[config.mk]
export PLATFORM = sky130hd
export DESIGN_NAME = fpe_flash_ctrl
export DESIGN_NICKNAME = d
export VERILOG_FILES = /design/src/rtl/fpe_pkg.sv /design/src/rtl/fpe_flash_ctrl.sv
export SDC_FILE = /design/constraint.sdc
export NUM_CORES = 1
export LEC_CHECK = 0
export ABC_AREA = 1
export ABC_CLOCK_PERIOD_IN_PS = 6700
export BUFFER_PORTS_ARGS = -buffer_cell sky130_fd_sc_hd__buf_4
export CAP_MARGIN = 0
export CORE_AREA = 2 2 485 487
export DETAILED_ROUTE_END_ITERATION = 12
export DIE_AREA = 0 0 487 489
export GPL_TIMING_DRIVEN = 0
export MAX_ROUTING_LAYER = met4
export PLACE_DENSITY_LB_ADDON = 0.05
export REMOVE_ABC_BUFFERS = 1
export SLEW_MARGIN = 10
export SYNTH_ARGS = -nofsm -noshare
export SYNTH_HDL_FRONTEND = slang
export SYNTH_SLANG_ARGS = --single-unit
[constraint.sdc]
create_clock -name clk_in -period 6.7 [get_ports clk_in]
set_input_delay 2.01 -clock clk_in [delete_from_list [all_inputs] [get_ports clk_in]]
set_output_delay 2.01 -clock clk_in [all_outputs]
set_load 0.01 [all_outputs]
[src/rtl/fpe_pkg.sv]
package fpe_pkg;

  // ----------------------------------------
  // Register byte offsets on the APB
  // ----------------------------------------
  localparam logic [11:0] FPE_OFS_OVERLAY = 12'h000;  // ram_overlay_control
  localparam logic [11:0] FPE_OFS_CTRL1 = 12'h004;    // flash_control_one
  localparam logic [11:0] FPE_OFS_CTRL2 = 12'h008;    // flash_control_two
  localparam logic [11:0] FPE_OFS_EBS1 = 12'h00C;     // erase_block_select_one
  localparam logic [11:0] FPE_OFS_EBS2 = 12'h010;     // erase_block_select_two
  localparam logic [11:0] FPE_OFS_STATUS = 12'h014;   // operation status
  localparam logic [11:0] FPE_OFS_VADDR = 12'h018;    // latched verify address
  localparam logic [11:0] FPE_OFS_PADDR = 12'h01C;    // latched program address
  localparam logic [11:0] FPE_OFS_EVENT = 12'h020;    // CPU event strobes

  // ----------------------------------------
  // Field positions
  // ----------------------------------------
  // ram_overlay_control
  localparam int FPE_OVL_SEL_LSB = 0;   // 3-bit block choice
  localparam int FPE_OVL_SEL_W = 3;
  localparam int FPE_OVL_OVERLAY_SELECT_BIT_BIT = 3;  // overlay_select_bit
  // flash_control_one
  localparam int FPE_C1_P_BIT = 0;      // program enable
  localparam int FPE_C1_E_BIT = 1;      // erase enable
  localparam int FPE_C1_PV_BIT = 2;     // program_verify_bit
  localparam int FPE_C1_EV_BIT = 3;     // erase_verify_bit
  localparam int FPE_C1_SWE_BIT = 6;    // software_write_enable_bit
  localparam int FPE_C1_W = 7;
  // flash_control_two
  localparam int FPE_C2_FLASH_ERROR_FLAG_BIT = 7;   // flash_error_flag
  // event register (strobes in bits 0-2, boot level in bit 3 reads back)
  localparam int FPE_EV_READ_BIT = 0;   // flash read seen
  localparam int FPE_EV_EXC_BIT = 1;    // exception seen
  localparam int FPE_EV_SLEEP_BIT = 2;  // sleep executed
  localparam int FPE_EV_BOOT_BIT = 3;   // boot program running (level)

  // ----------------------------------------
  // Reset values
  // ----------------------------------------
  localparam logic [7:0] FPE_RST_BYTE = 8'h00;
  localparam logic [31:0] FPE_RST_WORD = 32'h0000_0000;

  // ----------------------------------------
  // Address map
  // ----------------------------------------
  localparam logic [31:0] FPE_OVL_RAM_BASE = 32'hFFFF_D000;
  localparam logic [31:0] FPE_OVL_RAM_LAST = 32'hFFFF_DFFF;
  localparam logic [31:0] FPE_SMALL_BLK_LAST = 32'h0000_7FFF;
  localparam int FPE_BLK_SHIFT = 12;    // 4-kbyte blocks
  localparam int FPE_PROG_UNIT = 128;   // bytes latched per program
  localparam logic [7:0] FPE_PAD_BYTE = 8'hFF;
  localparam logic [7:0] FPE_ALIGN_MASK = 8'h7F;

  // ----------------------------------------
  // Types
  // ----------------------------------------
  typedef enum logic [2:0] {
    FPE_MODE_IDLE,
    FPE_MODE_PROG,
    FPE_MODE_PVER,
    FPE_MODE_ERASE,
    FPE_MODE_EVER
  } fpe_mode_t;

  // One CPU access towards the flash/RAM space
  typedef struct packed {
    logic valid;
    logic write;
    logic [3:0] strb;
    logic [31:0] addr;
    logic [31:0] wdata;
  } fpe_mem_req_t;

  // Routed memory access
  typedef struct packed {
    logic to_ram;
    logic [31:0] addr;
  } fpe_route_t;

endpackage

[src/rtl/fpe_flash_ctrl.sv]
`timescale 1ns/100ps
// Notes on behaviour
// - Overlay control maps RAM onto flash addresses.
// - Overlay RAM fixed at 4-kbyte window D000-DFFF.
// - Overlay field picks one of eight blocks.
// - Overlay RAM answers at both address ranges.
// - Overlay select blocks program and erase entry.
// - Erase never touches the overlaid RAM.
// - Control bits select one of four modes.
// - Latch start address and data; align 00/80.
// - Program pulse lasts while program bit set.
// - Erase pulse lasts while erase bit set.
// - Verify dummy write FF selects read address.
// - Block all interrupts during program, erase, boot.
// - Protect pin high clears controls, forces protection.
// - Reset or standby clears controls, forces protection.
// - Cleared software enable blocks program and erase entry.
// - Read, exception or sleep during program or erase sets error, aborts.
module fpe_flash_ctrl
  import fpe_pkg::*;
(
  // Clock and reset
  input wire logic clk_in,
  input wire logic arst_n_in,
  // APB slave
  input wire logic psel_in,
  input wire logic penable_in,
  input wire logic pwrite_in,
  input wire logic [11:0] paddr_in,
  input wire logic [31:0] pwdata_in,
  output logic [31:0] prdata_out,
  output logic pready_out,
  output logic pslverr_out,
  // Pins and system levels
  input wire logic write_protect_pin_in,
  input wire logic standby_in,
  input wire logic por_n_in,
  // CPU memory access towards flash and RAM
  input wire fpe_mem_req_t mem_req_in,
  output fpe_route_t route_out,
  // Flash array controls
  output logic prog_pulse_out,
  output logic erase_pulse_out,
  output logic [15:0] erase_blocks_out,
  output logic [7:0] prog_data_out [FPE_PROG_UNIT],
  output logic prog_data_valid_out,
  // Interrupt gate and mode
  input wire logic irq_in,
  input wire logic nmi_in,
  output logic irq_out,
  output logic nmi_out,
  output fpe_mode_t mode_out
);

  // ----------------------------------------
  // Synchronisers for outside levels
  // ----------------------------------------
  logic wp_s1_r;   // Protect pin first stage
  logic wp_s2_r;   // Protect pin usable level
  logic sb_s1_r;   // Standby first stage
  logic sb_s2_r;   // Standby usable level
  logic por_s1_r;  // Power-on reset first stage
  logic por_s2_r;  // Power-on reset usable level (low active)

  // Two flops per level, first flop read only by the second
  always_ff @(posedge clk_in or negedge arst_n_in)
  begin
    if (!arst_n_in)
    begin
      wp_s1_r <= 1'b1;
      wp_s2_r <= 1'b1;
      sb_s1_r <= 1'b0;
      sb_s2_r <= 1'b0;
      por_s1_r <= 1'b0;
      por_s2_r <= 1'b0;
    end
    else
    begin
      wp_s1_r <= write_protect_pin_in;
      wp_s2_r <= wp_s1_r;
      sb_s1_r <= standby_in;
      sb_s2_r <= sb_s1_r;
      por_s1_r <= por_n_in;
      por_s2_r <= por_s1_r;
    end
  end

  // ----------------------------------------
  // Registers
  // ----------------------------------------
  logic [3:0] overlay_r;           // ram_overlay_control
  logic [FPE_C1_W-1:0] ctrl1_r;    // flash_control_one
  logic flash_error_flag_r;                    // flash_error_flag
  logic [7:0] ebs1_r;              // erase_block_select_one
  logic [7:0] ebs2_r;              // erase_block_select_two
  logic boot_r;                    // Boot program running
  logic [31:0] vaddr_r;            // Verify address
  logic [31:0] paddr_r;            // Program start address
  logic [7:0] pcount_r;            // Bytes latched so far
  logic [7:0] pbuf_r [FPE_PROG_UNIT];  // Latched program data

  // APB decode
  logic apb_wr;
  logic apb_rd;
  logic hw_clear;
  logic overlay_select_bit;
  logic software_write_enable_bit;
  logic protect;
  logic busy;
  logic err_evt;

  assign apb_wr = psel_in && penable_in && pwrite_in;
  assign apb_rd = psel_in && penable_in && !pwrite_in;
  // Pin high, standby: initialise controls
  assign hw_clear = wp_s2_r || sb_s2_r;
  assign overlay_select_bit = overlay_r[FPE_OVL_OVERLAY_SELECT_BIT_BIT];
  assign software_write_enable_bit = ctrl1_r[FPE_C1_SWE_BIT];
  // Any protection stops program and erase entry
  assign protect = overlay_select_bit || !software_write_enable_bit || wp_s2_r || flash_error_flag_r;
  assign busy = ctrl1_r[FPE_C1_P_BIT] || ctrl1_r[FPE_C1_E_BIT];
  // Read, exception or sleep while busy is an error
  assign err_evt = busy && apb_wr && (paddr_in == FPE_OFS_EVENT) &&
    (pwdata_in[FPE_EV_READ_BIT] || pwdata_in[FPE_EV_EXC_BIT] ||
     pwdata_in[FPE_EV_SLEEP_BIT]);

  // Overlay register: cleared only by chip reset
  always_ff @(posedge clk_in or negedge arst_n_in)
  begin
    if (!arst_n_in)
      overlay_r <= 4'h0;
    else if (apb_wr && paddr_in == FPE_OFS_OVERLAY)
      overlay_r <= pwdata_in[3:0];
  end

  // Control one: P and E enter from idle only when unprotected
  always_ff @(posedge clk_in or negedge arst_n_in)
  begin
    if (!arst_n_in)
      ctrl1_r <= '0;
    else if (hw_clear)
      ctrl1_r <= '0;
    else if (err_evt)
    begin
      // Abort program/erase, keep verify and enable bits
      ctrl1_r[FPE_C1_P_BIT] <= 1'b0;
      ctrl1_r[FPE_C1_E_BIT] <= 1'b0;
    end
    else if (apb_wr && paddr_in == FPE_OFS_CTRL1)
    begin
      ctrl1_r <= pwdata_in[FPE_C1_W-1:0];
      // Block entry while protected
      // A write that drops write enable never starts a pulse
      if ((protect && !busy) || !pwdata_in[FPE_C1_SWE_BIT])
      begin
        ctrl1_r[FPE_C1_P_BIT] <= 1'b0;
        ctrl1_r[FPE_C1_E_BIT] <= 1'b0;
      end
    end
  end

  // Error flag: set wins; only power-on reset or chip reset clears
  always_ff @(posedge clk_in or negedge arst_n_in)
  begin
    if (!arst_n_in)
      flash_error_flag_r <= 1'b0;
    else if (err_evt)
      flash_error_flag_r <= 1'b1;
    else if (!por_s2_r)
      flash_error_flag_r <= 1'b0;
  end

  // Erase block selects
  always_ff @(posedge clk_in or negedge arst_n_in)
  begin
    if (!arst_n_in)
    begin
      ebs1_r <= FPE_RST_BYTE;
      ebs2_r <= FPE_RST_BYTE;
    end
    else if (hw_clear)
    begin
      ebs1_r <= FPE_RST_BYTE;
      ebs2_r <= FPE_RST_BYTE;
    end
    else if (apb_wr && paddr_in == FPE_OFS_EBS1)
      ebs1_r <= pwdata_in[7:0];
    else if (apb_wr && paddr_in == FPE_OFS_EBS2)
      ebs2_r <= pwdata_in[7:0];
  end

  // Boot program level from software
  always_ff @(posedge clk_in or negedge arst_n_in)
  begin
    if (!arst_n_in)
      boot_r <= 1'b0;
    else if (apb_wr && paddr_in == FPE_OFS_EVENT)
      boot_r <= pwdata_in[FPE_EV_BOOT_BIT];
  end

  // ----------------------------------------
  // Mode decode
  // ----------------------------------------
  // Four modes from the control bits
  always_comb
  begin
    if (ctrl1_r[FPE_C1_P_BIT])
      mode_out = FPE_MODE_PROG;
    else if (ctrl1_r[FPE_C1_E_BIT])
      mode_out = FPE_MODE_ERASE;
    else if (ctrl1_r[FPE_C1_PV_BIT])
      mode_out = FPE_MODE_PVER;
    else if (ctrl1_r[FPE_C1_EV_BIT])
      mode_out = FPE_MODE_EVER;
    else
      mode_out = FPE_MODE_IDLE;
  end

  // Pulses last exactly as long as the bits
  assign prog_pulse_out = ctrl1_r[FPE_C1_P_BIT];
  // Erase acts on flash blocks only, never overlay RAM
  assign erase_pulse_out = ctrl1_r[FPE_C1_E_BIT];
  assign erase_blocks_out = {ebs2_r, ebs1_r};

  // Interrupts blocked during program, erase, boot
  assign irq_out = irq_in && !busy && !boot_r;
  assign nmi_out = nmi_in && !busy && !boot_r;

  // ----------------------------------------
  // Address overlay routing
  // ----------------------------------------
  logic in_ram_win;
  logic in_sel_blk;

  // Fixed 4-kbyte RAM window
  assign in_ram_win = (mem_req_in.addr >= FPE_OVL_RAM_BASE) &&
    (mem_req_in.addr <= FPE_OVL_RAM_LAST);
  // Selected small block among eight
  assign in_sel_blk = (mem_req_in.addr <= FPE_SMALL_BLK_LAST) &&
    (mem_req_in.addr[14:12] ==
     overlay_r[FPE_OVL_SEL_LSB +: FPE_OVL_SEL_W]);

  // RAM answers at both ranges while overlay on
  always_comb
  begin
    route_out.to_ram = 1'b0;
    route_out.addr = mem_req_in.addr;
    if (overlay_select_bit && in_sel_blk)
    begin
      route_out.to_ram = 1'b1;
      route_out.addr = {FPE_OVL_RAM_BASE[31:FPE_BLK_SHIFT],
                        mem_req_in.addr[FPE_BLK_SHIFT-1:0]};
    end
    else if (in_ram_win)
      route_out.to_ram = 1'b1;
  end

  // ----------------------------------------
  // Program latch and verify address
  // ----------------------------------------
  logic flash_wr;
  assign flash_wr = mem_req_in.valid && mem_req_in.write &&
    (mem_req_in.addr <= FPE_SMALL_BLK_LAST) && !route_out.to_ram;

  // Byte writes fill the 128-byte latch
  always_ff @(posedge clk_in or negedge arst_n_in)
  begin
    if (!arst_n_in)
    begin
      paddr_r <= FPE_RST_WORD;
      pcount_r <= FPE_RST_BYTE;
    end
    else if (flash_wr && mode_out == FPE_MODE_IDLE && software_write_enable_bit)
    begin
      if (pcount_r == 8'h00 || pcount_r == 8'(FPE_PROG_UNIT))
      begin
        // Start address aligned to 00 or 80
        paddr_r <= {mem_req_in.addr[31:7], 7'h00};
        pcount_r <= 8'h01;
      end
      else
        pcount_r <= pcount_r + 8'h01;
    end
  end

  // Data bytes taken by low address bits
  always_ff @(posedge clk_in)
  begin
    if (flash_wr && mode_out == FPE_MODE_IDLE && software_write_enable_bit)
      pbuf_r[mem_req_in.addr[6:0]] <= mem_req_in.wdata[7:0];
  end

  assign prog_data_out = pbuf_r;
  assign prog_data_valid_out = (pcount_r == 8'(FPE_PROG_UNIT));

  // Dummy write of FF in verify mode picks read address
  always_ff @(posedge clk_in or negedge arst_n_in)
  begin
    if (!arst_n_in)
      vaddr_r <= FPE_RST_WORD;
    else if (flash_wr && mem_req_in.wdata[7:0] == FPE_PAD_BYTE &&
             (mode_out == FPE_MODE_PVER || mode_out == FPE_MODE_EVER))
      vaddr_r <= {mem_req_in.addr[31:2], 2'b00};
  end

  // ----------------------------------------
  // APB read mux
  // ----------------------------------------
  always_comb
  begin
    prdata_out = '0;
    pslverr_out = 1'b0;
    if (apb_rd)
    begin
      case (paddr_in)
        FPE_OFS_OVERLAY: prdata_out = {28'h0, overlay_r};
        FPE_OFS_CTRL1: prdata_out = {25'h0, ctrl1_r};
        FPE_OFS_CTRL2: prdata_out = {24'h0, flash_error_flag_r, 7'h00};
        FPE_OFS_EBS1: prdata_out = {24'h0, ebs1_r};
        FPE_OFS_EBS2: prdata_out = {24'h0, ebs2_r};
        FPE_OFS_STATUS: prdata_out = {25'h0, protect, boot_r,
                                      prog_data_valid_out,
                                      1'b0, mode_out};
        FPE_OFS_VADDR: prdata_out = vaddr_r;
        FPE_OFS_PADDR: prdata_out = paddr_r;
        FPE_OFS_EVENT: prdata_out = {28'h0, boot_r, 3'b000};
        default: pslverr_out = 1'b1;  // Unmapped
      endcase
    end
  end

  // Zero wait states
  assign pready_out = 1'b1;

endmodule

== Word level (Yosys, flattened, before mapping) ==
Cells that the tools add are included.

* Bits in registers: 1122
* Word-level logic and storage cells: 248
* Bits of input ports: 124
* Output and inout bits: 1115

* Reductions and logical operators: 54
* Magnitude comparators: 5
* Muxes and demuxes: 27
* Bitwise logic cells: 1
* Add/subtract/negate cells: 1
* Equality and inequality tests: 16

{| class="wikitable"
|+ Operators with widths
! cell !! count
|-
| bitwise mux 1024 bit || 1
|-
| case mux 32 bit (9 select lines) || 1
|-
| two-way mux 32 bit || 2
|-
| demux 8 bit (select 7 bit) || 1
|-
| two-way mux 8 bit || 7
|-
| == test 12 x 5 -> 1 bit (second input constant) || 4
|-
| greater-or-equal comparator 32 bit (second input constant) || 1
|-
| <= comparator 32 x 15 -> 1 bit (second input constant) || 1
|-
| <= comparator 32 bit (second input constant) || 1
|-
| logical AND 1 bit || 27
|-
| == test 12 x 4 -> 1 bit (second input constant) || 2
|-
| == test 8 bit (second input constant) || 2
|-
| two-way mux 7 bit || 2
|-
| == test 12 x 3 -> 1 bit (second input constant) || 1
|-
| == test 12 x 6 -> 1 bit (second input constant) || 1
|-
| logical NOT 12 bit || 1
|-
| two-way mux 3 bit || 4
|-
| logical OR 1 bit || 10
|-
| OR reduction 9 bit || 1
|-
| adder 8 x 1 -> 8 bit (second input constant) || 1
|-
| greater-or-equal comparator 8 bit (second input constant) || 1
|-
| logical NOT 8 bit || 1
|-
| less-than comparator 8 x 1 -> 1 bit (second input constant) || 1
|-
| NOT 7 -> 8 bit || 1
|-
| 13 further kinds || 29
|}

== Longest topological paths before layout ==
Gate-level depths: netlist of the first run.

* Depth in word-level cells: 10
* Mapped depth: 13
* Gate-level depth less buffers: 12

== Least setup slack after synthesis of the first run ==
Ideal clock, no wire load.

* Kind: input to output
* Start point: input port paddr_in[7]
* End point: output port prdata_out[28]
* Path slack: 1.387 ns
* Buffers on the path: 1
* Stages: 10
* Required time: 4.690 ns
* Data arrival time: 3.303 ns
* Cells stage by stage: nor2_1 nand3_1 nor2_2 nand2_1 nand2_1 nor2_1 nand4_1 nand2_1 clkbuf_1 a21oi_1

* Cells in the longest elaborated chain, start to end: 3
* Elaborated cells between the ends (all ways): 11
* Those cells by class: 8 x eq/ne; 2 x mux; 1 x reduce/logical

{| class="wikitable"
|+ RTL lines
! what !! line !! source
|-
| start, declared || fpe_flash_ctrl.sv:29 || <nowiki>input wire logic [11:0] paddr_in,</nowiki>
|-
| == test 12 x 6 -> 1 bit (tied with other cells) || fpe_flash_ctrl.sv:314 || <nowiki>case (paddr_in)</nowiki>
|-
| case mux 32 bit (9 select lines) (*) || fpe_flash_ctrl.sv:314 ||
|-
| two-way mux 32 bit (*) || fpe_flash_ctrl.sv:312 || <nowiki>if (apb_rd)</nowiki>
|-
| end, declared || fpe_flash_ctrl.sv:31 || <nowiki>output logic [31:0] prdata_out,</nowiki>
|}

Every way passes the cells marked *; elsewhere a longest branch is shown, timed or not.

== Worst setup path in the final report of the first run ==
* Start point: input port paddr_in[7]
* End point: output port prdata_out[23]

The elaborated chain is that of the path after synthesis.

==> impl_metrics.py, run 1 <==
metrics = {
    "status": {
        "result_of_the_run": "finished clean",
    },
    "logic_synthesis": {
        "dominant_combinational_cell_family_by_area_after_synthesis": "simple AND/OR/NAND/NOR gates",
        "synth_cell_area_sq_mm": 0.03702,
        "synth_sequential_area_ratio": 0.8970,
        "post_synthesis_compound_gate_area_fraction": 0.01437,
        "post_synth_xor_area_fraction": 0.0004732,
        "synth_adder_area_share": 0.0006760,
        "yosys_warnings": 0,
        "commonest_register_cell_after_synthesis": "sky130_fd_sc_hd__edfxtp_1",
        "synthesis.instances": 1934,
        "top_cells_by_area_synth": "sky130_fd_sc_hd__edfxtp_1, sky130_fd_sc_hd__dfrtp_1, sky130_fd_sc_hd__nor2_1",
        "post_synth.cell_area_avg_sq_um": 19.14,
        "synth-simple-area-share": 0.06726,
        "post_synth_mux_area_share": 0,
        "yosysTopAreaCell": "sky130_fd_sc_hd__edfxtp_1",
        "postSynth.asyncResetShare": 0.08734,
        "edff_count_synth": 1024,
        "netlist.area_leader.share": 0.8307,
        "synth-seq-cells": 1122,
        "number_of_distinct_library_cell_variants_in_the_gate_level_netlist_after_synthesis": 38,
        "yosysMostFrequentCell": "sky130_fd_sc_hd__edfxtp_1",
        "synthTopCellsByCount": "sky130_fd_sc_hd__edfxtp_1, sky130_fd_sc_hd__nor2_1, sky130_fd_sc_hd__nand2_1, sky130_fd_sc_hd__inv_1, sky130_fd_sc_hd__dfrtp_1",
    },
    "worst_setup_path": {
        "path_max_fanout": 26,
        "timing.critical_path.required_ns": 4.69,
        "crit_type": "in -> out",
        "timing.critical_path.cells": "buf_4, nor2_1, nand3_1, nor2_2, nand2_1, nand2_1, nor2_1, nand4_1, nand2_2, buf_12, a21oi_1, buf_4",
        "worst_path_max_delay_cell": "sky130_fd_sc_hd__nor2_2",
        "reg2regPathDepth": 7,
        "worst-path-buf-inv": 3,
        "start_kind": "primary input",
        "slowest_delay_ns": 0.37,
        "worst_path_dominant_cell_family": "simple AND/OR/NAND/NOR gates",
        "critPathArrivalTime_ns": 4.20,
        "critical_path_depth": 12,
        "endpoint_kind": "output pin",
    },
    "cts": {
        "clock_path_buffers": 3,
        "clock_sinks": 1122,
        "clkLatencyLatePin_ns": 0.79,
        "htree_levels": 4,
        "cts_resized": 0,
        "cts.clk_slew.worst_paths_ns": 0.06,
        "tritoncts": "yes",
        "clock-root-buffer": "sky130_fd_sc_hd__clkbuf_16",
        "postCtsSetupRepairBufs": 0,
        "cts_buffers": 143,
        "cts_hold_buffers": 0,
    },
    "job": {
        "drv.max_cap_violation_count": 0,
    },
    "floorplan": {
        "floorplan.die.width_um": 487,
        "ios": 1239,
        "core_area_sq_mm": 0.2336,
        "initial_core_util": 0.1584,
        "dieArea_sq_mm": 0.2381,
        "chipHeight_um": 489,
        "fp-row-count": 178,
    },
    "global_routing": {
        "via_count_of_the_first_global_routing_pass": 23620,
        "track_usage": 0.1598,
        "grt_pass1_wl_um": 245000,
        "grt_antenna_before_repair": 18,
        "gr-total-overflow": 0,
        "maximum_number_of_pins_on_one_net_before_global_route_repair": 99,
    },
    "place": {
        "place_congestion": 0.7931,
        "io_buffer_count": 1185,
        "place_hpwl_um": 140000,
    },
    "timing": {
        "grt_setup_unrepaired": "no",
        "worst_pin_slew_ns": 1.254,
        "maxSlewHeadroom": 0.1608,
        "final_hold_viol_count": 0,
        "slew_viol_final": 0,
        "clock_skew_ns": 0.04582,
        "post-route-min-period_ns": 6.211,
        "fmax_mhz": 161.0,
        "fin_crit_sh": 0.9270,
        "final_report_setup_violation_count": 0,
    },
    "power_and_ir_drop": {
        "power-per-cell-area_mw_per_mm2": 283.2,
        "finalPower_mw": 15.49,
        "leakagePower_nw": 20.24,
        "power.ir.vdd_worst_uv": 213.5,
    },
    "finish": {
        "postLayoutCoreUtil": 0.2341,
        "multi_input_gate_area_in_the_final_layout_sq_mm": 0.003187,
        "drive_gt1_frac": 0.4379,
        "filler_cell_count": 24440,
        "area.growth.synth_to_final_pct": 47.74,
        "num-nets-final": 3367,
        "sequential_cell_area_sq_mm": 0.03320,
    },
    "drt": {
        "firstDrtPassIters": 5,
        "drc_errors": 0,
        "vias": 22800,
        "wl_per_cell_um": 29.91,
        "drtAntennaViolNets": 0,
        "detail_route.iter0.violations": 1342,
        "totalWireLength_um": 191900,
        "vias_per_cell": 3.555,
    },
    "worst_hold_path": {
        "hold_path_class": "reg -> reg",
        "holdPathStages": 0,
    },
}
-- stage by stage --
step                      cell area (sq um)  TNS, ns  hold slack (ns)  instances  worst slack [ns]
after detailed placement              50210        0           0.3472       6156            0.3001
final                                 54690        0           0.3572       6414            0.4888
after global routing                  54680        0           0.3653       6412            0.2814
after CTS                             54680        0           0.3579       6410            0.4491
after floorplan                       36750        0           0.3312       1889            0.4548
after global placement                49480   -73.02           0.3443       6134            -1.850
-- report_power, final --
group          internal (mW)  total (mW)  switching, mW
Combinational         0.0933       0.419          0.326
Clock                   4.26        7.41           3.15
Sequential              7.65        7.66        0.00833
-- worst paths after layout --
check	from	slack, ns	to
worst max-delay path	paddr_in[7]	0.49	prdata_out[23]
worst min-delay path	por_s1_r	0.36	por_s2_r
worst max register to register	ctrl1_r[1]	2.32	prog_data_out[471]
worst min register to register	por_s1_r	0.36	por_s2_r
max in group asynchronous	arst_n_in	4.60	pcount_r[4]
min in group asynchronous	arst_n_in	1.27	paddr_r[29]
-- routing by layer --
metal,global-route usage,share of wire,vias to the layer above
met4,0.03506,0.019,0
met1,0.1695,0.38,11900
li1,-,-,9707
met2,0.2831,0.52,993
met3,0.05771,0.082,204
met5,-,0,-
-- cells by family (layout without fill, tap and decap cells) --
| family | count (synthesis) | count (layout) |
|---|---|---|
| adder cells (fa/ha/maj) | 2 | 2 |
| buffers and inverters | 173 | 1589 |
| AND/OR/NAND/NOR | 533 | 533 |
| AO/OA/AOI/OAI | 101 | 101 |
| other | 1 | 5 |
| flip-flops | 1122 | 1122 |
| XOR/XNOR | 2 | 2 |
-- layout make-up --
type / count / share of cell area
clock buffers: 173 / 0.06806
inverters: 128 / 0.008785
clock inverters: 81 / 0.01366
flip-flops and latches: 1122 / 0.6071
well taps: 3060 / 0.07001
multi-input cells: 639 / 0.05827
repair buffers: 1207 / 0.1739
diodes: 4 / 0.0001830
-- cells in the final DEF, fill, tap and decap left out, drive strengths merged, types with 2 or more instances in the layout --
cell / instances
edfxtp: 1024
nor4: 4
a211oi: 2
a21oi: 28
bufinv: 7
nand4: 27
or2: 10
dfstp: 2
clkinvlp: 4
buf: 1207
clkinv: 64
nand3: 68
o21bai: 2
diode: 4
xor2: 2
o221ai: 2
inv: 134
nor3: 8
clkbuf: 173
dfrtp: 96
ha: 2
o21ai: 64
nand2: 189
nor2: 227
-- flip-flops by register name (all words and copies together), names as in the netlist --
signal              count
por_s2_r                1
vaddr_r                30
overlay_r               4
ebs1_r                  8
pcount_r                8
ebs2_r                  8
flash_error_flag_r      1
sb_s1_r                 1
boot_r                  1
wp_s2_r                 1
por_s1_r                1
ctrl1_r                 7
prog_data_out        1024
sb_s2_r                 1
wp_s1_r                 1
paddr_r                25
(Power assumes the default switching activity.)
==> inputs of run 2 (changes only) <==
--- a/config.mk
+++ b/config.mk
@@ -14,7 +14,7 @@
 export DIE_AREA = 0 0 487 489
 export GPL_TIMING_DRIVEN = 0
 export MAX_ROUTING_LAYER = met4
-export PLACE_DENSITY_LB_ADDON = 0.05
+export PLACE_DENSITY = 0.31
 export REMOVE_ABC_BUFFERS = 1
 export SLEW_MARGIN = 10
 export SYNTH_ARGS = -nofsm -noshare
==> run 2 against run 1 <==
  * Sequential share of layout area decreased by 0.23 points
  * Setup slack got worse by 0.095 ns
  * Combinational power decreased by 5.3%
  * Register-to-register slack got worse by 0.15 ns
  * Hold slack improved by 0.0019 ns
  * Final area increased by 0.38%
  * Clock power increased by 4.6%
  * Non-clock buffer count decreased by 2
  * Critical endpoint is now route_out[25]
==> impl_metrics.py, run 2 (same netlist as run 1, synthesis figures left out) <==
metrics = {
    "cts": {
        "tritoncts": "yes",
        "clock_sinks": 1122,
        "postCtsSetupRepairBufs": 0,
        "cts_buffers": 141,
        "cts_resized": 0,
        "clock_path_buffers": 3,
        "cts.clk_slew.worst_paths_ns": 0.06,
        "clock-root-buffer": "sky130_fd_sc_hd__clkbuf_16",
        "cts_hold_buffers": 0,
        "clkLatencyLatePin_ns": 0.82,
        "htree_levels": 4,
    },
    "finish": {
        "num-nets-final": 3363,
        "finish.cell_count_without_fillers": 6422,
        "largest_register_ff_count": 1024,
        "drive_gt1_frac": 0.4360,
        "mostFrequentLayoutCells": "sky130_fd_sc_hd__buf_4, sky130_fd_sc_hd__edfxtp_1, sky130_fd_sc_hd__nor2_1",
        "most_frequent_standard_cell_in_the_layout_excluding_fill_and_tap_cells": "sky130_fd_sc_hd__buf_4",
        "area.growth.synth_to_final_pct": 48.30,
    },
    "timing": {
        "slew_viol_final": 0,
        "maxSlewHeadroom": 0.2320,
        "worst_pin_slew_ns": 1.148,
        "clock_skew_ns": 0.05720,
        "grt_setup_unrepaired": "no",
        "worst_hold_slack_ns": 0.3591,
        "post-route-min-period_ns": 6.306,
        "fmax_mhz": 158.6,
        "final_report_setup_violation_count": 0,
        "final_hold_viol_count": 0,
        "fin_crit_sh": 0.9413,
    },
    "worst_hold_path": {
        "holdPathStages": 0,
        "hold_path_class": "reg -> reg",
    },
    "drt": {
        "vias": 22190,
        "firstDrtPassIters": 5,
        "drtAntennaViolNets": 0,
        "drc_errors": 0,
        "totalWireLength_um": 164800,
        "detail_route.iter0.violations": 1205,
        "wl_per_cell_um": 25.67,
        "vias_per_cell": 3.455,
    },
    "floorplan": {
        "floorplan.die.width_um": 487,
        "fp-row-count": 178,
        "dieArea_sq_mm": 0.2381,
        "ios": 1239,
        "core_area_sq_mm": 0.2336,
        "initial_core_util": 0.1584,
        "chipHeight_um": 489,
    },
    "worst_setup_path": {
        "critPathArrivalTime_ns": 4.30,
        "crit_type": "in -> out",
        "start_kind": "primary input",
        "endpoint_kind": "output pin",
        "path_max_fanout": 13,
        "timing.critical_path.required_ns": 4.69,
        "reg2regPathDepth": 10,
    },
    "job": {
        "drv.max_cap_violation_count": 0,
    },
    "global_routing": {
        "maximum_number_of_pins_on_one_net_before_global_route_repair": 74,
        "grt_antenna_before_repair": 18,
        "grt_pass1_wl_um": 212700,
        "track_usage": 0.1361,
        "gr-total-overflow": 0,
        "via_count_of_the_first_global_routing_pass": 22100,
    },
    "place": {
        "place_hpwl_um": 114300,
        "place_congestion": 0.7953,
        "numPlacedInstances": 6152,
        "io_buffer_count": 1185,
    },
    "power_and_ir_drop": {
        "power-per-cell-area_mw_per_mm2": 287.9,
        "power.ir.vdd_worst_uv": 206.4,
        "leakagePower_nw": 20.30,
    },
    "status": {
        "result_of_the_run": "finished clean",
    },
}
run 2: cell count changes in the layout (fill, tap and decap cells not counted), sizes merged:
cell,delta
buf,-2
bufinv,+7
clkinv,+1
clkinvlp,-1
diode,+5
inv,-2
run 2: worst paths after layout:
check                                     from                  to  slack (ns)
worst max register to register    overlay_r[1]  prog_data_out[507]        2.17
min in group asynchronous            arst_n_in            por_s1_r        1.12
worst min-delay path                   wp_s1_r             wp_s2_r        0.36
max in group asynchronous            arst_n_in           ebs1_r[6]        4.85
worst min register to register         wp_s1_r             wp_s2_r        0.36
worst max-delay path            mem_req_in[49]       route_out[25]        0.39
run 2: report_power, final:
group	switching [mW]	leakage, nW	internal, mW
sequential	0.00900	10.3	7.65
combinational	0.308	7.71	0.0889
clock	3.24	2.28	4.50
total	3.56	20.3	12.2
run 2: routing by layer:
metal	GRT usage	share of wire	routed length (um)	vias up
met5	-	0	0	-
met4	0.03263	0.019	3096	0
met3	0.04498	0.083	13630	195
met2	0.2327	0.51	83740	979
met1	0.1529	0.39	64370	11300
li1	-	-	-	9715
run 2: layout make-up:
type | instances | area, sq um
fill | 24510 | 178700
clock buffer | 173 | 3659
clock inverter | 86 | 1091
antenna | 9 | 22.52
sequential | 1122 | 33200
tap | 3060 | 3829
multi-input combinational | 639 | 3184
timing repair buffer | 1205 | 9425
inverter | 128 | 480.5
run 2: per-stage QoR:
stage                     area (sq um)  setup WS [ns]  power (mW)  setup TNS, ns    util
after floorplan                  36750         0.4548       7.856              0       -
after global placement           49480         -2.045       8.198         -56.38  0.2118
after detailed placement         50110       -0.08954       8.224        -0.7055  0.2145
after CTS                        54860        0.07985       16.10              0  0.2348
after global routing             54880         0.2713       16.34              0  0.2349
final                            54900         0.3935       15.80              0  0.2350
run 2: worst max-delay path, cell delays in order:
cell	delay, ns
sky130_fd_sc_hd__buf_4	0.12
sky130_fd_sc_hd__inv_1	0.13
sky130_fd_sc_hd__nand3_1	0.09
sky130_fd_sc_hd__nor2_1	0.41
sky130_fd_sc_hd__nand3_1	0.70
sky130_fd_sc_hd__inv_1	0.52
sky130_fd_sc_hd__or2_2	0.18
sky130_fd_sc_hd__buf_4	0.11
==> inputs of run 3 (changes only) <==
--- a/config.mk
+++ b/config.mk
@@ -10,6 +10,7 @@
 export BUFFER_PORTS_ARGS = -buffer_cell sky130_fd_sc_hd__buf_4
 export CAP_MARGIN = 0
 export CORE_AREA = 2 2 485 487
+export CTS_CLUSTER_DIAMETER = 120
 export DETAILED_ROUTE_END_ITERATION = 12
 export DIE_AREA = 0 0 487 489
 export GPL_TIMING_DRIVEN = 0
==> constraint.sdc (replaced) <==
create_clock -name clk_in -period 6.7 [get_ports clk_in]
set_input_delay 1.005 -clock clk_in [delete_from_list [all_inputs] [get_ports clk_in]]
set_output_delay 1.005 -clock clk_in [all_outputs]
set_load 0.01 [all_outputs]
==> run 3 against run 2 <==
  * Die area stayed put
  * Final area hardly changed
  * Largest power group unchanged
  * Combinational power hardly changed
  * Critical path type is now in -> reg
  * First-iteration DRC count is 1.2% higher
  * Clock power hardly changed
  * Sequential power hardly changed
  * Flip-flop and latch count stayed put
  * Total power hardly changed
==> impl_metrics.py, run 3 (same netlist as run 1, synthesis figures left out) <==
metrics = {
    "cts": {
        "postCtsSetupRepairBufs": 0,
        "htree_levels": 4,
        "clock_path_buffers": 3,
        "clkLatencyLatePin_ns": 0.82,
        "cts_resized": 0,
        "cts_hold_buffers": 0,
        "cts.clk_slew.worst_paths_ns": 0.06,
        "clock_sinks": 1122,
        "clock-root-buffer": "sky130_fd_sc_hd__clkbuf_16",
        "cts_buffers": 141,
        "tritoncts": "yes",
    },
    "floorplan": {
        "core_area_sq_mm": 0.2336,
        "dieArea_sq_mm": 0.2381,
        "floorplan.die.width_um": 487,
        "fp-row-count": 178,
        "ios": 1239,
        "chipHeight_um": 489,
        "initial_core_util": 0.1584,
    },
    "global_routing": {
        "maximum_number_of_pins_on_one_net_before_global_route_repair": 74,
        "via_count_of_the_first_global_routing_pass": 22100,
        "grt_pass1_wl_um": 212700,
        "gr-total-overflow": 0,
        "grt_antenna_before_repair": 18,
        "track_usage": 0.1361,
    },
    "worst_setup_path": {
        "start_kind": "primary input",
        "critPathArrivalTime_ns": 5.10,
        "startpoint_of_the_worst_slack_reg_to_reg_timing_path": "overlay_r[1]",
        "internal_reg_to_reg_setup_slack_ns": 2.09,
        "path_max_fanout": 24,
        "timing.critical_path.required_ns": 7.09,
        "worstReg2RegEnd": "prog_data_out[507]",
        "crit_type": "in -> reg",
        "endpoint_kind": "flop",
        "reg2regPathDepth": 10,
    },
    "drt": {
        "totalWireLength_um": 164700,
        "drc_errors": 0,
        "vias": 22200,
        "firstDrtPassIters": 6,
        "vias_per_cell": 3.457,
        "wl_per_cell_um": 25.66,
        "detail_route.iter0.violations": 1220,
        "drtAntennaViolNets": 0,
    },
    "timing": {
        "final_report_setup_violation_count": 0,
        "worst_pin_slew_ns": 1.112,
        "final_critical_path_setup_slack_ns": 1.997,
        "fmax_mhz": 212.6,
        "post-route-min-period_ns": 4.703,
        "grt_setup_unrepaired": "no",
        "fin_crit_sh": 0.7019,
        "final_hold_viol_count": 0,
        "slew_viol_final": 0,
        "maxSlewHeadroom": 0.2558,
        "clock_skew_ns": 0.05742,
    },
    "place": {
        "placement.setup.worst_slack_ns": 0.9155,
        "numPlacedInstances": 6152,
        "place_congestion": 0.7953,
        "io_buffer_count": 1185,
        "place_hpwl_um": 114300,
    },
    "finish": {
        "mostFrequentLayoutCells": "sky130_fd_sc_hd__buf_4, sky130_fd_sc_hd__edfxtp_1, sky130_fd_sc_hd__nor2_1",
        "num-nets-final": 3361,
        "largest_register_ff_count": 1024,
        "filler_cell_count": 24510,
        "drive_gt1_frac": 0.4357,
        "area.growth.synth_to_final_pct": 48.26,
        "finish.cell_count_without_fillers": 6421,
        "most_frequent_standard_cell_in_the_layout_excluding_fill_and_tap_cells": "sky130_fd_sc_hd__buf_4",
        "postLayoutCoreUtil": 0.2349,
    },
    "power_and_ir_drop": {
        "finalPower_mw": 15.80,
        "power-per-cell-area_mw_per_mm2": 287.9,
        "leakagePower_nw": 20.29,
        "power.ir.vdd_worst_uv": 206.6,
    },
    "worst_hold_path": {
        "hold_path_class": "in -> async",
    },
    "job": {
        "drv.max_cap_violation_count": 0,
    },
    "status": {
        "result_of_the_run": "finished clean",
    },
}
## run 3: changes by cell type in the layout (fill, tap and decap cells not counted)
cell / before / now
sky130_fd_sc_hd__buf_4: 1178 / 1176
sky130_fd_sc_hd__diode_2: 9 / 10
## run 3: worst max path at each step
| stage | from | cells past startpoint | end |
|---|---|---|---|
| floorplan | paddr_in[1] | 7 | prdata_out[10] |
| global placement | paddr_in[1] | 9 | prdata_out[3] |
| detailed placement | mem_req_in[45] | 11 | prog_data_out[508] |
| CTS | mem_req_in[45] | 11 | prog_data_out[507] |
| global route | mem_req_in[45] | 11 | prog_data_out[507] |
| finish | mem_req_in[45] | 11 | prog_data_out[507] |
## run 3: power breakdown
part	leakage (nW)	switching [mW]	internal [mW]	total, mW
clock	2.28	3.25	4.50	7.75
combinational	7.69	0.307	0.0886	0.395
sequential	10.3	0.00919	7.65	7.66
total	20.3	3.56	12.2	15.8
## run 3: final cells by class
cell class	instances	area, sq um	area share
well taps	3060	3829	0.06976
clock buffers	173	3659	0.06666
clock inverters	86	1091	0.01988
diodes	10	25.02	0.0004560
multi-input cells	639	3184	0.05802
inverters	128	480.5	0.008754
repair buffers	1203	9410	0.1715
flip-flops and latches	1122	33200	0.6050
## run 3: per-layer routing
metal,part of all wire,global-route usage,vias to the layer above
met2,0.51,0.2327,979
met5,0,-,-
li1,-,-,9716
met1,0.39,0.1529,11310
met3,0.082,0.04498,196
met4,0.019,0.03263,0
## run 3: critical path, stage by stage
cell                      delay (ns)
sky130_fd_sc_hd__buf_4          0.12
sky130_fd_sc_hd__inv_1          0.15
sky130_fd_sc_hd__nand2_1        0.10
sky130_fd_sc_hd__nand2_1        0.07
sky130_fd_sc_hd__nand2_1        0.07
sky130_fd_sc_hd__nor2_1         0.05
sky130_fd_sc_hd__nand3_1        0.55
sky130_fd_sc_hd__nand3_4        0.23
sky130_fd_sc_hd__nor2_8         0.60
sky130_fd_sc_hd__nand4_1        0.96
sky130_fd_sc_hd__nor2_1         1.12
## run 3: through the flow
stage	instance area [sq um]	hold WS [ns]	setup TNS (ns)
after floorplan	36750	0.3312	0
after global placement	49480	0.3477	-0.03535
after detailed placement	50110	0.3493	0
after CTS	54860	0.04813	0
after global routing	54860	0.08173	0
final	54880	0.1107	0
